## config.mk

```make
export PLATFORM = sky130hd
export DESIGN_NAME = fmt_tone_control
export DESIGN_NICKNAME = d
export VERILOG_FILES = /design/src/hdl/fmt_pkg.sv /design/src/hdl/fmt_tone_control.sv
export SDC_FILE = /design/constraint.sdc
export NUM_CORES = 1
export LEC_CHECK = 0
export ABC_AREA = 1
export BUFFER_PORTS_ARGS = -buffer_cell sky130_fd_sc_hd__buf_2
export CAP_MARGIN = 10
export CORE_UTILIZATION = 50
export CTS_CLUSTER_DIAMETER = 60
export CTS_CLUSTER_SIZE = 28
export DETAILED_ROUTE_END_ITERATION = 16
export GPL_TIMING_DRIVEN = 1
export PLACE_DENSITY = 0.7
export SYNTH_ARGS = -nofsm -noshare
export SYNTH_HDL_FRONTEND = slang
export SYNTH_SLANG_ARGS = --single-unit
```

## constraint.sdc

```tcl
create_clock -name clk -period 2.2 [get_ports clk]
set_clock_uncertainty 0.1 [all_clocks]
set_input_delay 0 -clock clk [delete_from_list [all_inputs] [get_ports clk]]
set_output_delay 0 -clock clk [all_outputs]
set_load 0.02 [all_outputs]
```

## src/hdl/fmt_pkg.sv

```systemverilog
// fmt_pkg: constants for the fsk modem tone control block
// assumes a 10 MHz system clock standing in for the crystal-derived clock
package fmt_pkg;
  // system clock rate in hertz
  localparam int unsigned CLK_HZ = 10_000_000;
  // tone frequencies in hertz
  localparam int unsigned ORIG_SPACE_HZ = 1070;
  localparam int unsigned ORIG_MARK_HZ = 1270;
  localparam int unsigned ANS_SPACE_HZ = 2025;
  localparam int unsigned ANS_MARK_HZ = 2225;
  // phase accumulator width; one step adds the tone's phase increment
  localparam int unsigned PHASE_W = 24;
  // phase increment = freq * 2^PHASE_W / CLK_HZ, rounded to nearest in 64 bits
  // so the tone error stays well inside a few hertz
  localparam logic [PHASE_W-1:0] INC_ORIG_SPACE =
    PHASE_W'(((64'(ORIG_SPACE_HZ) << PHASE_W) + 64'(CLK_HZ / 2)) / 64'(CLK_HZ));
  localparam logic [PHASE_W-1:0] INC_ORIG_MARK =
    PHASE_W'(((64'(ORIG_MARK_HZ) << PHASE_W) + 64'(CLK_HZ / 2)) / 64'(CLK_HZ));
  localparam logic [PHASE_W-1:0] INC_ANS_SPACE =
    PHASE_W'(((64'(ANS_SPACE_HZ) << PHASE_W) + 64'(CLK_HZ / 2)) / 64'(CLK_HZ));
  localparam logic [PHASE_W-1:0] INC_ANS_MARK =
    PHASE_W'(((64'(ANS_MARK_HZ) << PHASE_W) + 64'(CLK_HZ / 2)) / 64'(CLK_HZ));
  // carrier timing factors in microseconds per microfarad
  localparam int unsigned ON_MS_PER_UF = 6400;
  localparam int unsigned OFF_MS_PER_UF = 540;
  // default timing capacitance in nanofarads
  localparam int unsigned CAP_NF = 100;
  // derived cycle counts: us/uF*nF/1000 -> us ; us*10 cycles
  localparam longint unsigned ON_CYCLES =
    (64'(ON_MS_PER_UF) * 64'(CAP_NF) * 64'(CLK_HZ)) / 64'd1_000_000_000;
  localparam longint unsigned OFF_CYCLES =
    (64'(OFF_MS_PER_UF) * 64'(CAP_NF) * 64'(CLK_HZ)) / 64'd1_000_000_000;
  localparam int unsigned TMR_W = 32;
  // sine table resolution
  localparam int unsigned SINE_W = 8;
  localparam logic [SINE_W-1:0] SINE_MID = 8'h80;
endpackage

```

## src/hdl/fmt_tone_control.sv

```systemverilog
// fmt_tone_control: transmit tone synthesis, receive decision, carrier
// qualification and loopback/squelch/power-down control of an fsk modem.
// assumes analog front end supplies mark/space energy levels and a
// carrier level compare pair from outside; all those inputs are async.
// Functional notes
// - one of four tones, chosen by mode select and transmit bit
// - originate: send 1070/1270 Hz, receive 2025/2225 Hz
// - answer: send 2025/2225 Hz, receive 1070/1270 Hz
// - tones made by dividing clock; divisor reprogrammed on tone change
// - frequency switches at once and stays phase continuous
// - clock from crystal or external clock of that frequency
// - received data high when mark energy exceeds space energy
// - loop select high feeds modulator back into demodulator
// - squelch high mutes modulator; external tone path stays active
// - loop select and squelch both high enter power-down
// - carrier indication goes low after signal qualified for on-delay
// - indication returns high after absence for off-delay
// - threshold drops 3 dB when carrier found, rises when lost
`default_nettype none
module fmt_tone_control #(
  parameter longint unsigned ON_CYC = fmt_pkg::ON_CYCLES,
  parameter longint unsigned OFF_CYC = fmt_pkg::OFF_CYCLES
) (
  input wire logic clk,
  input wire logic rst_n,
  input wire logic originate_sel,
  input wire logic tx_data,
  input wire logic analog_loop_select,
  input wire logic transmit_squelch,
  input wire logic rx_mark_above_space,
  input wire logic line_above_high_thr,
  input wire logic line_above_low_thr,
  input wire logic external_tone_input,
  output logic [fmt_pkg::SINE_W-1:0] tx_sample,
  output logic tx_tone_sq,
  output logic tx_line_tone,
  output logic rx_data,
  output logic carrier_present_n,
  output logic carrier_threshold_low,
  output logic power_down
);
  import fmt_pkg::*;

  localparam logic [TMR_W-1:0] ON_N = TMR_W'(ON_CYC);
  localparam logic [TMR_W-1:0] OFF_N = TMR_W'(OFF_CYC);

  // synchronised copies of the pin inputs; all logic below reads only these
  logic orig_s;
  logic txd_s;
  logic loop_s;
  logic sq_s;
  logic mark_s;
  logic hi_thr_s;
  logic lo_thr_s;
  logic ext_s;

  // mode select from the host: high originate, low answer
  fmt_sync2 #(.RESET_VAL(1'b0)) u_sync_orig (
    .clk(clk),
    .rst_n(rst_n),
    .d(originate_sel),
    .q(orig_s)
  );

  // transmit data bit: high mark, low space
  fmt_sync2 #(.RESET_VAL(1'b0)) u_sync_txd (
    .clk(clk),
    .rst_n(rst_n),
    .d(tx_data),
    .q(txd_s)
  );

  // loop select; together with squelch it means power-down
  fmt_sync2 #(.RESET_VAL(1'b0)) u_sync_loop (
    .clk(clk),
    .rst_n(rst_n),
    .d(analog_loop_select),
    .q(loop_s)
  );

  // squelch request for the modulator
  fmt_sync2 #(.RESET_VAL(1'b0)) u_sync_sq (
    .clk(clk),
    .rst_n(rst_n),
    .d(transmit_squelch),
    .q(sq_s)
  );

  // discriminator verdict from the analog side
  fmt_sync2 #(.RESET_VAL(1'b0)) u_sync_mark (
    .clk(clk),
    .rst_n(rst_n),
    .d(rx_mark_above_space),
    .q(mark_s)
  );

  // line level against the acquire threshold
  fmt_sync2 #(.RESET_VAL(1'b0)) u_sync_hi (
    .clk(clk),
    .rst_n(rst_n),
    .d(line_above_high_thr),
    .q(hi_thr_s)
  );

  // line level against the threshold 3 dB lower
  fmt_sync2 #(.RESET_VAL(1'b0)) u_sync_lo (
    .clk(clk),
    .rst_n(rst_n),
    .d(line_above_low_thr),
    .q(lo_thr_s)
  );

  // external tone stand-in; kept apart from the modulator path
  fmt_sync2 #(.RESET_VAL(1'b0)) u_sync_ext (
    .clk(clk),
    .rst_n(rst_n),
    .d(external_tone_input),
    .q(ext_s)
  );

  // mode decode
  wire pd = loop_s & sq_s;
  wire loop_on = loop_s & ~sq_s;
  wire mute = sq_s;

  // tone selection: mark when bit high mode picks the band
  logic [PHASE_W-1:0] inc_sel;
  always_comb begin
    unique case ({orig_s, txd_s})
      2'b10: inc_sel = INC_ORIG_SPACE;
      2'b11: inc_sel = INC_ORIG_MARK;
      2'b00: inc_sel = INC_ANS_SPACE;
      2'b01: inc_sel = INC_ANS_MARK;
    endcase
  end

  // accumulating divider; increment swaps without resetting phase so the
  // waveform never jumps when the data bit changes
  logic [PHASE_W-1:0] phase_q;
  logic [PHASE_W-1:0] phase_d;
  assign phase_d = pd ? phase_q : phase_q + inc_sel;
  // one step per system clock, which stands in for the crystal clock
  always_ff @(posedge clk or negedge rst_n) begin
    if (!rst_n) phase_q <= '0;
    else phase_q <= phase_d;
  end

  // coarse sine from top phase bits: 32-entry quarter wave table; finer
  // steps push the sampling images further from the tone itself, at the
  // cost of a larger table
  logic [4:0] qidx;
  logic [6:0] qmag;
  wire [1:0] quad = phase_q[PHASE_W-1 -: 2];
  // odd quadrants read the table backwards
  assign qidx = quad[0] ? ~phase_q[PHASE_W-3 -: 5] : phase_q[PHASE_W-3 -: 5];
  always_comb begin
    unique case (qidx)
      5'h00: qmag = 7'h03;
      5'h01: qmag = 7'h09;
      5'h02: qmag = 7'h10;
      5'h03: qmag = 7'h16;
      5'h04: qmag = 7'h1C;
      5'h05: qmag = 7'h22;
      5'h06: qmag = 7'h28;
      5'h07: qmag = 7'h2E;
      5'h08: qmag = 7'h33;
      5'h09: qmag = 7'h39;
      5'h0A: qmag = 7'h3F;
      5'h0B: qmag = 7'h44;
      5'h0C: qmag = 7'h49;
      5'h0D: qmag = 7'h4E;
      5'h0E: qmag = 7'h53;
      5'h0F: qmag = 7'h58;
      5'h10: qmag = 7'h5C;
      5'h11: qmag = 7'h60;
      5'h12: qmag = 7'h64;
      5'h13: qmag = 7'h68;
      5'h14: qmag = 7'h6B;
      5'h15: qmag = 7'h6E;
      5'h16: qmag = 7'h71;
      5'h17: qmag = 7'h74;
      5'h18: qmag = 7'h76;
      5'h19: qmag = 7'h79;
      5'h1A: qmag = 7'h7A;
      5'h1B: qmag = 7'h7C;
      5'h1C: qmag = 7'h7D;
      5'h1D: qmag = 7'h7E;
      5'h1E: qmag = 7'h7F;
      5'h1F: qmag = 7'h7F;
    endcase
  end
  // second half-cycle below mid scale, first half above
  wire [SINE_W-1:0] sine_val = quad[1] ? SINE_MID - {1'b0, qmag} : SINE_MID + {1'b0, qmag};
  wire tone_sq = ~phase_q[PHASE_W-1];

  // receive source: own modulator in loopback, else line discriminator
  wire rx_dec = loop_on ? txd_s : mark_s;

  // carrier qualification with hysteresis between two thresholds
  logic carrier_q;
  logic [TMR_W-1:0] tmr_q;
  wire sig_ok = carrier_q ? lo_thr_s : hi_thr_s;
  wire pending = carrier_q ? ~sig_ok : sig_ok;
  wire [TMR_W-1:0] limit = carrier_q ? OFF_N : ON_N;
  wire expire = pending && (tmr_q >= limit - TMR_W'(1));

  // next carrier state and timer; the timer restarts whenever the signal
  // goes back to the held state, so a short dropout never counts
  logic carrier_d;
  logic [TMR_W-1:0] tmr_d;
  assign carrier_d = pd ? 1'b0 : (expire ? ~carrier_q : carrier_q);
  assign tmr_d = (pd || expire || !pending) ? '0 : tmr_q + TMR_W'(1);

  // carrier state and its qualification timer
  always_ff @(posedge clk or negedge rst_n) begin
    if (!rst_n) begin
      carrier_q <= 1'b0;
      tmr_q <= '0;
    end else begin
      carrier_q <= carrier_d;
      tmr_q <= tmr_d;
    end
  end

  // transmit output values; loopback also keeps the line quiet
  wire tx_quiet = mute || loop_on;
  wire [SINE_W-1:0] tx_sample_d = tx_quiet ? SINE_MID : sine_val;
  wire tx_tone_sq_d = tx_quiet ? 1'b0 : tone_sq;
  // external tones reach the line driver whatever the modulator does
  wire tx_line_tone_d = tx_tone_sq_d | ext_s;
  // powered down the data pin has no driver; here it simply rests high
  wire rx_data_d = pd ? 1'b1 : rx_dec;

  // registered transmit outputs
  always_ff @(posedge clk or negedge rst_n) begin
    if (!rst_n) begin
      tx_sample <= SINE_MID;
      tx_tone_sq <= 1'b0;
      tx_line_tone <= 1'b0;
    end else begin
      tx_sample <= tx_sample_d;
      tx_tone_sq <= tx_tone_sq_d;
      tx_line_tone <= tx_line_tone_d;
    end
  end

  // registered receive and status outputs
  always_ff @(posedge clk or negedge rst_n) begin
    if (!rst_n) begin
      rx_data <= 1'b1;
      carrier_present_n <= 1'b1;
      carrier_threshold_low <= 1'b0;
      power_down <= 1'b0;
    end else begin
      rx_data <= rx_data_d;
      carrier_present_n <= ~carrier_q;
      carrier_threshold_low <= carrier_q;
      power_down <= pd;
    end
  end
endmodule

// fmt_sync2: two-stage synchroniser for one asynchronous level input
// only the second stage feeds logic; the first may go metastable
module fmt_sync2 #(
  parameter logic RESET_VAL = 1'b0
) (
  input wire logic clk,
  input wire logic rst_n,
  input wire logic d,
  output logic q
);
  logic meta_q;

  // both stages clear together so no false edge follows reset
  always_ff @(posedge clk or negedge rst_n) begin
    if (!rst_n) begin
      meta_q <= RESET_VAL;
      q <= RESET_VAL;
    end else begin
      meta_q <= d;
      q <= meta_q;
    end
  end
endmodule
`default_nettype wire

```

# Word-level counts from Yosys, hierarchy flattened
# Memory sizes are Yosys's and may differ from the RTL's.
# Cells that the tools add are included.
dict set report classes {
  n_eq_ne 3
  n_reduce_logical 7
  mux 13
  n_addsub 5
  bitwise_logic 8
  magnitude_cmp 1
}
# op n
set ops {}
lappend ops {{24-bit case mux with 4 select lines} 1}
lappend ops {{32-bit by 1-bit adder with 32-bit output (second input constant)} 1}
lappend ops {{32-bit >= comparator} 1}
lappend ops {{32-bit two-way mux} 1}
lappend ops {{24-bit adder} 1}
lappend ops {{8-bit two-way mux} 2}
lappend ops {{13-bit by 1-bit subtractor with 14-bit output (second input constant)} 1}
lappend ops {{13-bit two-way mux} 1}
lappend ops {{8-bit by 7-bit adder with 8-bit output (first input constant)} 1}
lappend ops {{8-bit by 7-bit subtractor with 8-bit output (first input constant)} 1}
lappend ops {{1-bit two-way mux} 7}
lappend ops {{5-bit two-way mux} 1}
lappend ops {{5-bit inverter} 1}
lappend ops {{2-bit == test (second input constant)} 2}
lappend ops {{1-bit inverter} 4}
lappend ops {{1-bit logical OR} 3}
lappend ops {{1-bit AND} 2}
lappend ops {{2-bit by 1-bit == test with 1-bit output (second input constant)} 1}
lappend ops {{2-bit logical NOT} 1}
lappend ops {{2-bit nonzero test} 1}
lappend ops {{1-bit logical AND} 1}
lappend ops {{1-bit logical NOT} 1}
lappend ops {{1-bit OR} 1}
dict set report totals {
  n_memories 1
  inputBits 10
  regBits 87
  romBits 224
  wordCells 64
  out_inout_bits 14
}
# name words word_bits rd rd_ports_with_merged_regs write_ports line_no
set mem_list {}
lappend mem_list {{(name not given)} 32 7 1 0 0 fmt_tone_control.sv:157} ;# unique case (qidx)

# Longest topological paths before layout
dict set report logic_depth {
  word_depth 7
  depth_mapped 18
  ltp_nobuf 17
}

# Modules after synthesis
# Synthesis repeated with hierarchy kept, for this count alone.
dict set report unflattened {
  cells_unflattened 533
  hier_area_um2 4563.1
}
# mod n_inst area_each_um2 seq_area_each_um2 cells_per_inst
set by_module_without_submodules {}
lappend by_module_without_submodules {fmt_tone_control 1 4162.7 1780.5 517}
lappend by_module_without_submodules {fmt_sync2 8 50.0 50.0 2}

# Worst setup path after synthesis
# No wires, ideal clock.
dict set report synth_timing {
  path_kind {flip-flop to flip-flop}
  startpoint {register u_sync_txd.q}
  endpoint {register phase_q[9]}
  path_stages_with_launch 13
  path_slack_ns -0.215
  required_time_ns 1.982
  t_arrival_ns 2.197
  setup_time_ns 0.118
  path_buffers 0
  period_less_slack_ns 2.415
  cell_sequence {dfrtp_1 inv_1 ha_1 or2_2 ha_1 nand2_1 nand2_1 o21ai_0 o21ai_0 a31oi_1 or2_2 nand3_1 nand2_1}
}
dict set report synth_between {
  elab_chain_len 3
  elab_cells_between_ends 6
  classes_between {add/sub (1); eq/ne (3); mux (1); reduce/logical (1)}
}
# item line_no
set synth_lines {}
lappend synth_lines {{from (decl)} fmt_tone_control.sv:271} ;# output logic q
lappend synth_lines {{from (signal assigned)} fmt_tone_control.sv:282} ;# q <= meta_q;
lappend synth_lines {{2-bit by 1-bit == test with 1-bit output, or another cell as far along} fmt_tone_control.sv:129} ;# unique case ({orig_s, txd_s})
lappend synth_lines {{24-bit case mux with 4 select lines (*)} fmt_tone_control.sv:129}
lappend synth_lines {{24-bit adder (*)} fmt_tone_control.sv:141} ;# assign phase_d = pd ? phase_q : phase_q + inc_sel;
lappend synth_lines {{to (signal assigned)} fmt_tone_control.sv:145} ;# else phase_q <= phase_d;
lappend synth_lines {{to (decl)} fmt_tone_control.sv:139} ;# logic [PHASE_W-1:0] phase_q;
# Every way passes the cells marked *; elsewhere a longest branch is shown, timed or not. The select of a mux whose other input is x is not followed.
# A chain may end at the register's enable or synchronous reset.

# Worst setup path in the final report
dict set report layout_timing {
  startpoint {register u_sync_orig.q}
  endpoint {register phase_q[9]}
}
dict set report layout_between {
  elab_chain_len 3
  elab_cells_between_ends 6
  classes_between {add/sub (1); eq/ne (3); mux (1); reduce/logical (1)}
}
# item line_no
set layout_lines {}
lappend layout_lines {{from (decl)} fmt_tone_control.sv:271}
lappend layout_lines {{from (signal assigned)} fmt_tone_control.sv:282}
lappend layout_lines {{2-bit by 1-bit == test with 1-bit output, or another cell as far along} fmt_tone_control.sv:129}
lappend layout_lines {{24-bit case mux with 4 select lines (*)} fmt_tone_control.sv:129}
lappend layout_lines {{24-bit adder (*)} fmt_tone_control.sv:141}
# Marks and branches as above.

==> summary.txt <==
Routing
  – DR vias: 3,976
  – # DRC: 0
  – WL/cell: 15.0 µm
  – Final ANT Viol Nets: 0
  – Initial DRC count: 188
  – DR pass1 iterations: 5
  – Via/cell ratio: 5.29
  – Final WL: 11,300 µm

Worst setup path
  – Crit path DAT: 2570 ps
  – CP required: 2340 ps
  – Setup CP Type: reg2reg
  – Reg2reg start: u_sync_orig.q
  – Worst reg2reg setup slack: -230 ps
  – Element type at the critical path start: register
  – Crit Path Max Fanout: 4
  – Reg2reg path depth: 13
  – Worst Setup End Kind: register
  – RR Endpoint: phase_q[9]
  – Crit. Startpoint: u_sync_orig.q
  – CP endpoint: phase_q[9]

Clock network
  – CTS Buf Count: 9
  – CTS tree: done
  – Clock root buffer: clkbuf_8
  – Clock latency on the worst-skew pair: 350 ps
  – Clock transition at path regs: 90 ps
  – Longest Clk Path Bufs: 2
  – H-Tree Depth: 3
  – CTS sink cnt: 87

GRT
  – Initial antenna violation count: 0
  – First-pass GRT wire length: 17,300 µm
  – GRT overflow: 0
  – Number of global-route vias before repair: 3,790
  – Largest net degree at the start of global routing: 45
  – GRT Total Usage: 22.8%

Die
  – Die ar.: 9460 µm²
  – Starting Density: 51.8%
  – I/O pin cnt: 24
  – Die Span X: 97.2 µm
  – Die Height: 97.2 µm
  – Core box area: 8760 µm²
  – Rows: 34

Logic synthesis
  – FF+latch count, synth: 87
  – Gate Count Post-Synth: 520
  – Count of cell types in the netlist: 36
  – Top_reg_cell synth: dfrtp_1
  – Top cells by area, synth: dfrtp_1 (46%), nand2_1 (10%), ha_1 (8.3%)
  – Asr flop ratio synth: 100%
  – Share of the synthesized area in the top cell type: 46.3%
  – Synthesized area per cell: 8.72 µm²
  – Number of synthesized flops with an enable pin: 0
  – Post-synthesis cell area: 4540 µm²
  – Area leader, netlist: dfrtp_1
  – Sequential area share after synthesis: 48.1%
  – Yosys warns: 0
  – Count leader, synth: nand2_1
  – Commonest cells post-synth: nand2_1 (124), dfrtp_1 (84), nor2_1 (53)

STA
  – Rel. slew slack: 59.6%
  – Worst-Margin Slew: 606 ps
  – RSZ-0062 raised after global routing: true
  – Slew Viols, Final: 0
  – Hold Violations, Final: 0
  – Final setup fails: 19
  – Hold slack: 70.8 ps
  – Fmax: 0.412 GHz
  – Fin crit period: 2430 ps
  – Setup slack after layout: -229 ps
  – Period utilisation layout: 110%

Final layout
  – Largest registers: tmr_q (32), phase_q (24), tx_sample (8)
  – Net count reported at finish: 680
  – Finished Cell Area: 6320 µm²
  – Final core utilization: 72.2%
  – Biggest register: tmr_q
  – Share of cells above drive strength 1: 38.4%
  – Fillers: 608
  – P&R area growth vs syn: 39.4%
  – Number of flip-flops in the largest register: 32
  – Fin cells: 752
  – # diodes: 0

Power
  – PD cells: 974 nW/µm²
  – VDD IR max: 0.756 mV
  – Pleak: 3.00 nW
  – Pwr Total: 6.16 mW

Place
  – Placed cell area: 5300 µm²
  – Port Buffers: 23
  – Final GP Congestion: 0.941
  – Hpwl dp: 6890 µm
  – # placed instances: 712

Outcome
  – Status: finished, violations left
  – Failing checks: negative setup slack

Hold path
  – Hold WC Path Type: in2async

Flow run
  – Max-Cap Viols: 0
==> cell type report <==
| cell class | instances | area [µm²] | area share, % |
|---|---|---|---|
| inverters | 54 | 220 | 3.48 |
| flip-flops and latches | 87 | 2190 | 34.6 |
| repair buffers | 99 | 757 | 12.0 |
| clock inverters | 7 | 80.1 | 1.27 |
| well taps | 108 | 135 | 2.14 |
| multi-input cells | 388 | 2820 | 44.6 |
| clock buffers | 9 | 124 | 1.96 |
==> worst max-delay path: stages (launching register included) <==
cell and delay (ps):
dfrtp_2 490, inv_4 80, ha_4 160, or2_4 250
ha_4 170, nor2_1 200, nand2_4 80, o21ai_4 90
o21ai_2 120, a31oi_1 230, buf_4 150, nand2_2 50
nand3_2 80, nand2_1 60
==> cell families after synthesis <==
family | count (synthesis) | synth area share (%)
buffers and inverters | 62 | 5.57
XOR/XNOR | 28 | 6.23
flip-flops | 87 | 48.1
other | 1 | 0.0827
AND/OR/NAND/NOR | 257 | 24.9
adder cells (fa/ha/maj) | 31 | 8.72
AO/OA/AOI/OAI | 54 | 6.40
==> report_power, final <==
part           switching, mW  internal [mW]
registers              0.253           1.85
logic                   1.61           1.31
clock network          0.599          0.543
total                   2.46           3.70
==> metrics by stage <==
| stage | TNS (ps) | setup slack, ps |
|---|---|---|
| 2_1_floorplan | -63.8 | -34.4 |
| 3_3_place_gp | -1780 | -184 |
| 3_5_place_dp | -3840 | -348 |
| 4_1_cts | -924 | -106 |
| 5_1_grt | -4450 | -295 |
| 6_report | -2660 | -229 |
==> timing repair <==
item / 4_1_cts / 5_1_grt
pin swaps: 18 / 32
endpoints found under the hold margin: 78 / 0
hold buffers: 9 / 0
resized for setup: 57 / 97
buffers inserted: 8 / 9
endpoints found under the setup margin: 22 / 30
==> layer usage <==
metal  vias up  part of all wire, %  GRT usage, %
met3        42                  3.8          3.45
met2       113                   51          37.8
met5         -                    0             0
met1      1927                   41          29.4
met4         0                  4.0          10.9
li1       1894                    -             -
==> worst min path at each step <==
stage              endpoint  cells after the start  start
4_1_cts            tmr_q[3]                      2  rst_n
6_report       tx_sample[2]                      2  rst_n
3_3_place_gp   tx_sample[6]                      1  rst_n
3_5_place_dp   tx_sample[2]                      1  rst_n
2_1_floorplan     carrier_q                      0  rst_n
5_1_grt            tmr_q[3]                      2  rst_n
==> cell usage in the layout (no fill, tap or decap), types with 3 or more instances in the layout <==
cell	instances
inv_4	5
dfrtp_2	4
nor2_2	6
xor2_1	20
o21ai_4	3
o21ai_1	6
a21oi_2	7
nor2_1	44
nor4_1	5
dfrtp_1	80
or2_4	5
a21oi_1	16
nand2_2	25
clkbuf_8	9
nand4_1	6
nand3_2	17
xnor2_1	6
ha_1	12
o21ai_0	10
o21ai_2	3
conb_1	18
ha_4	17
nand2_1	91
buf_2	22
dfstp_2	3
buf_6	9
inv_1	37
buf_4	58
inv_2	11
dlygate4sd3_1	9
nor2_4	3
nand2_4	16
nand3_1	28
nor3_1	3
(Power assumes the default switching activity.)
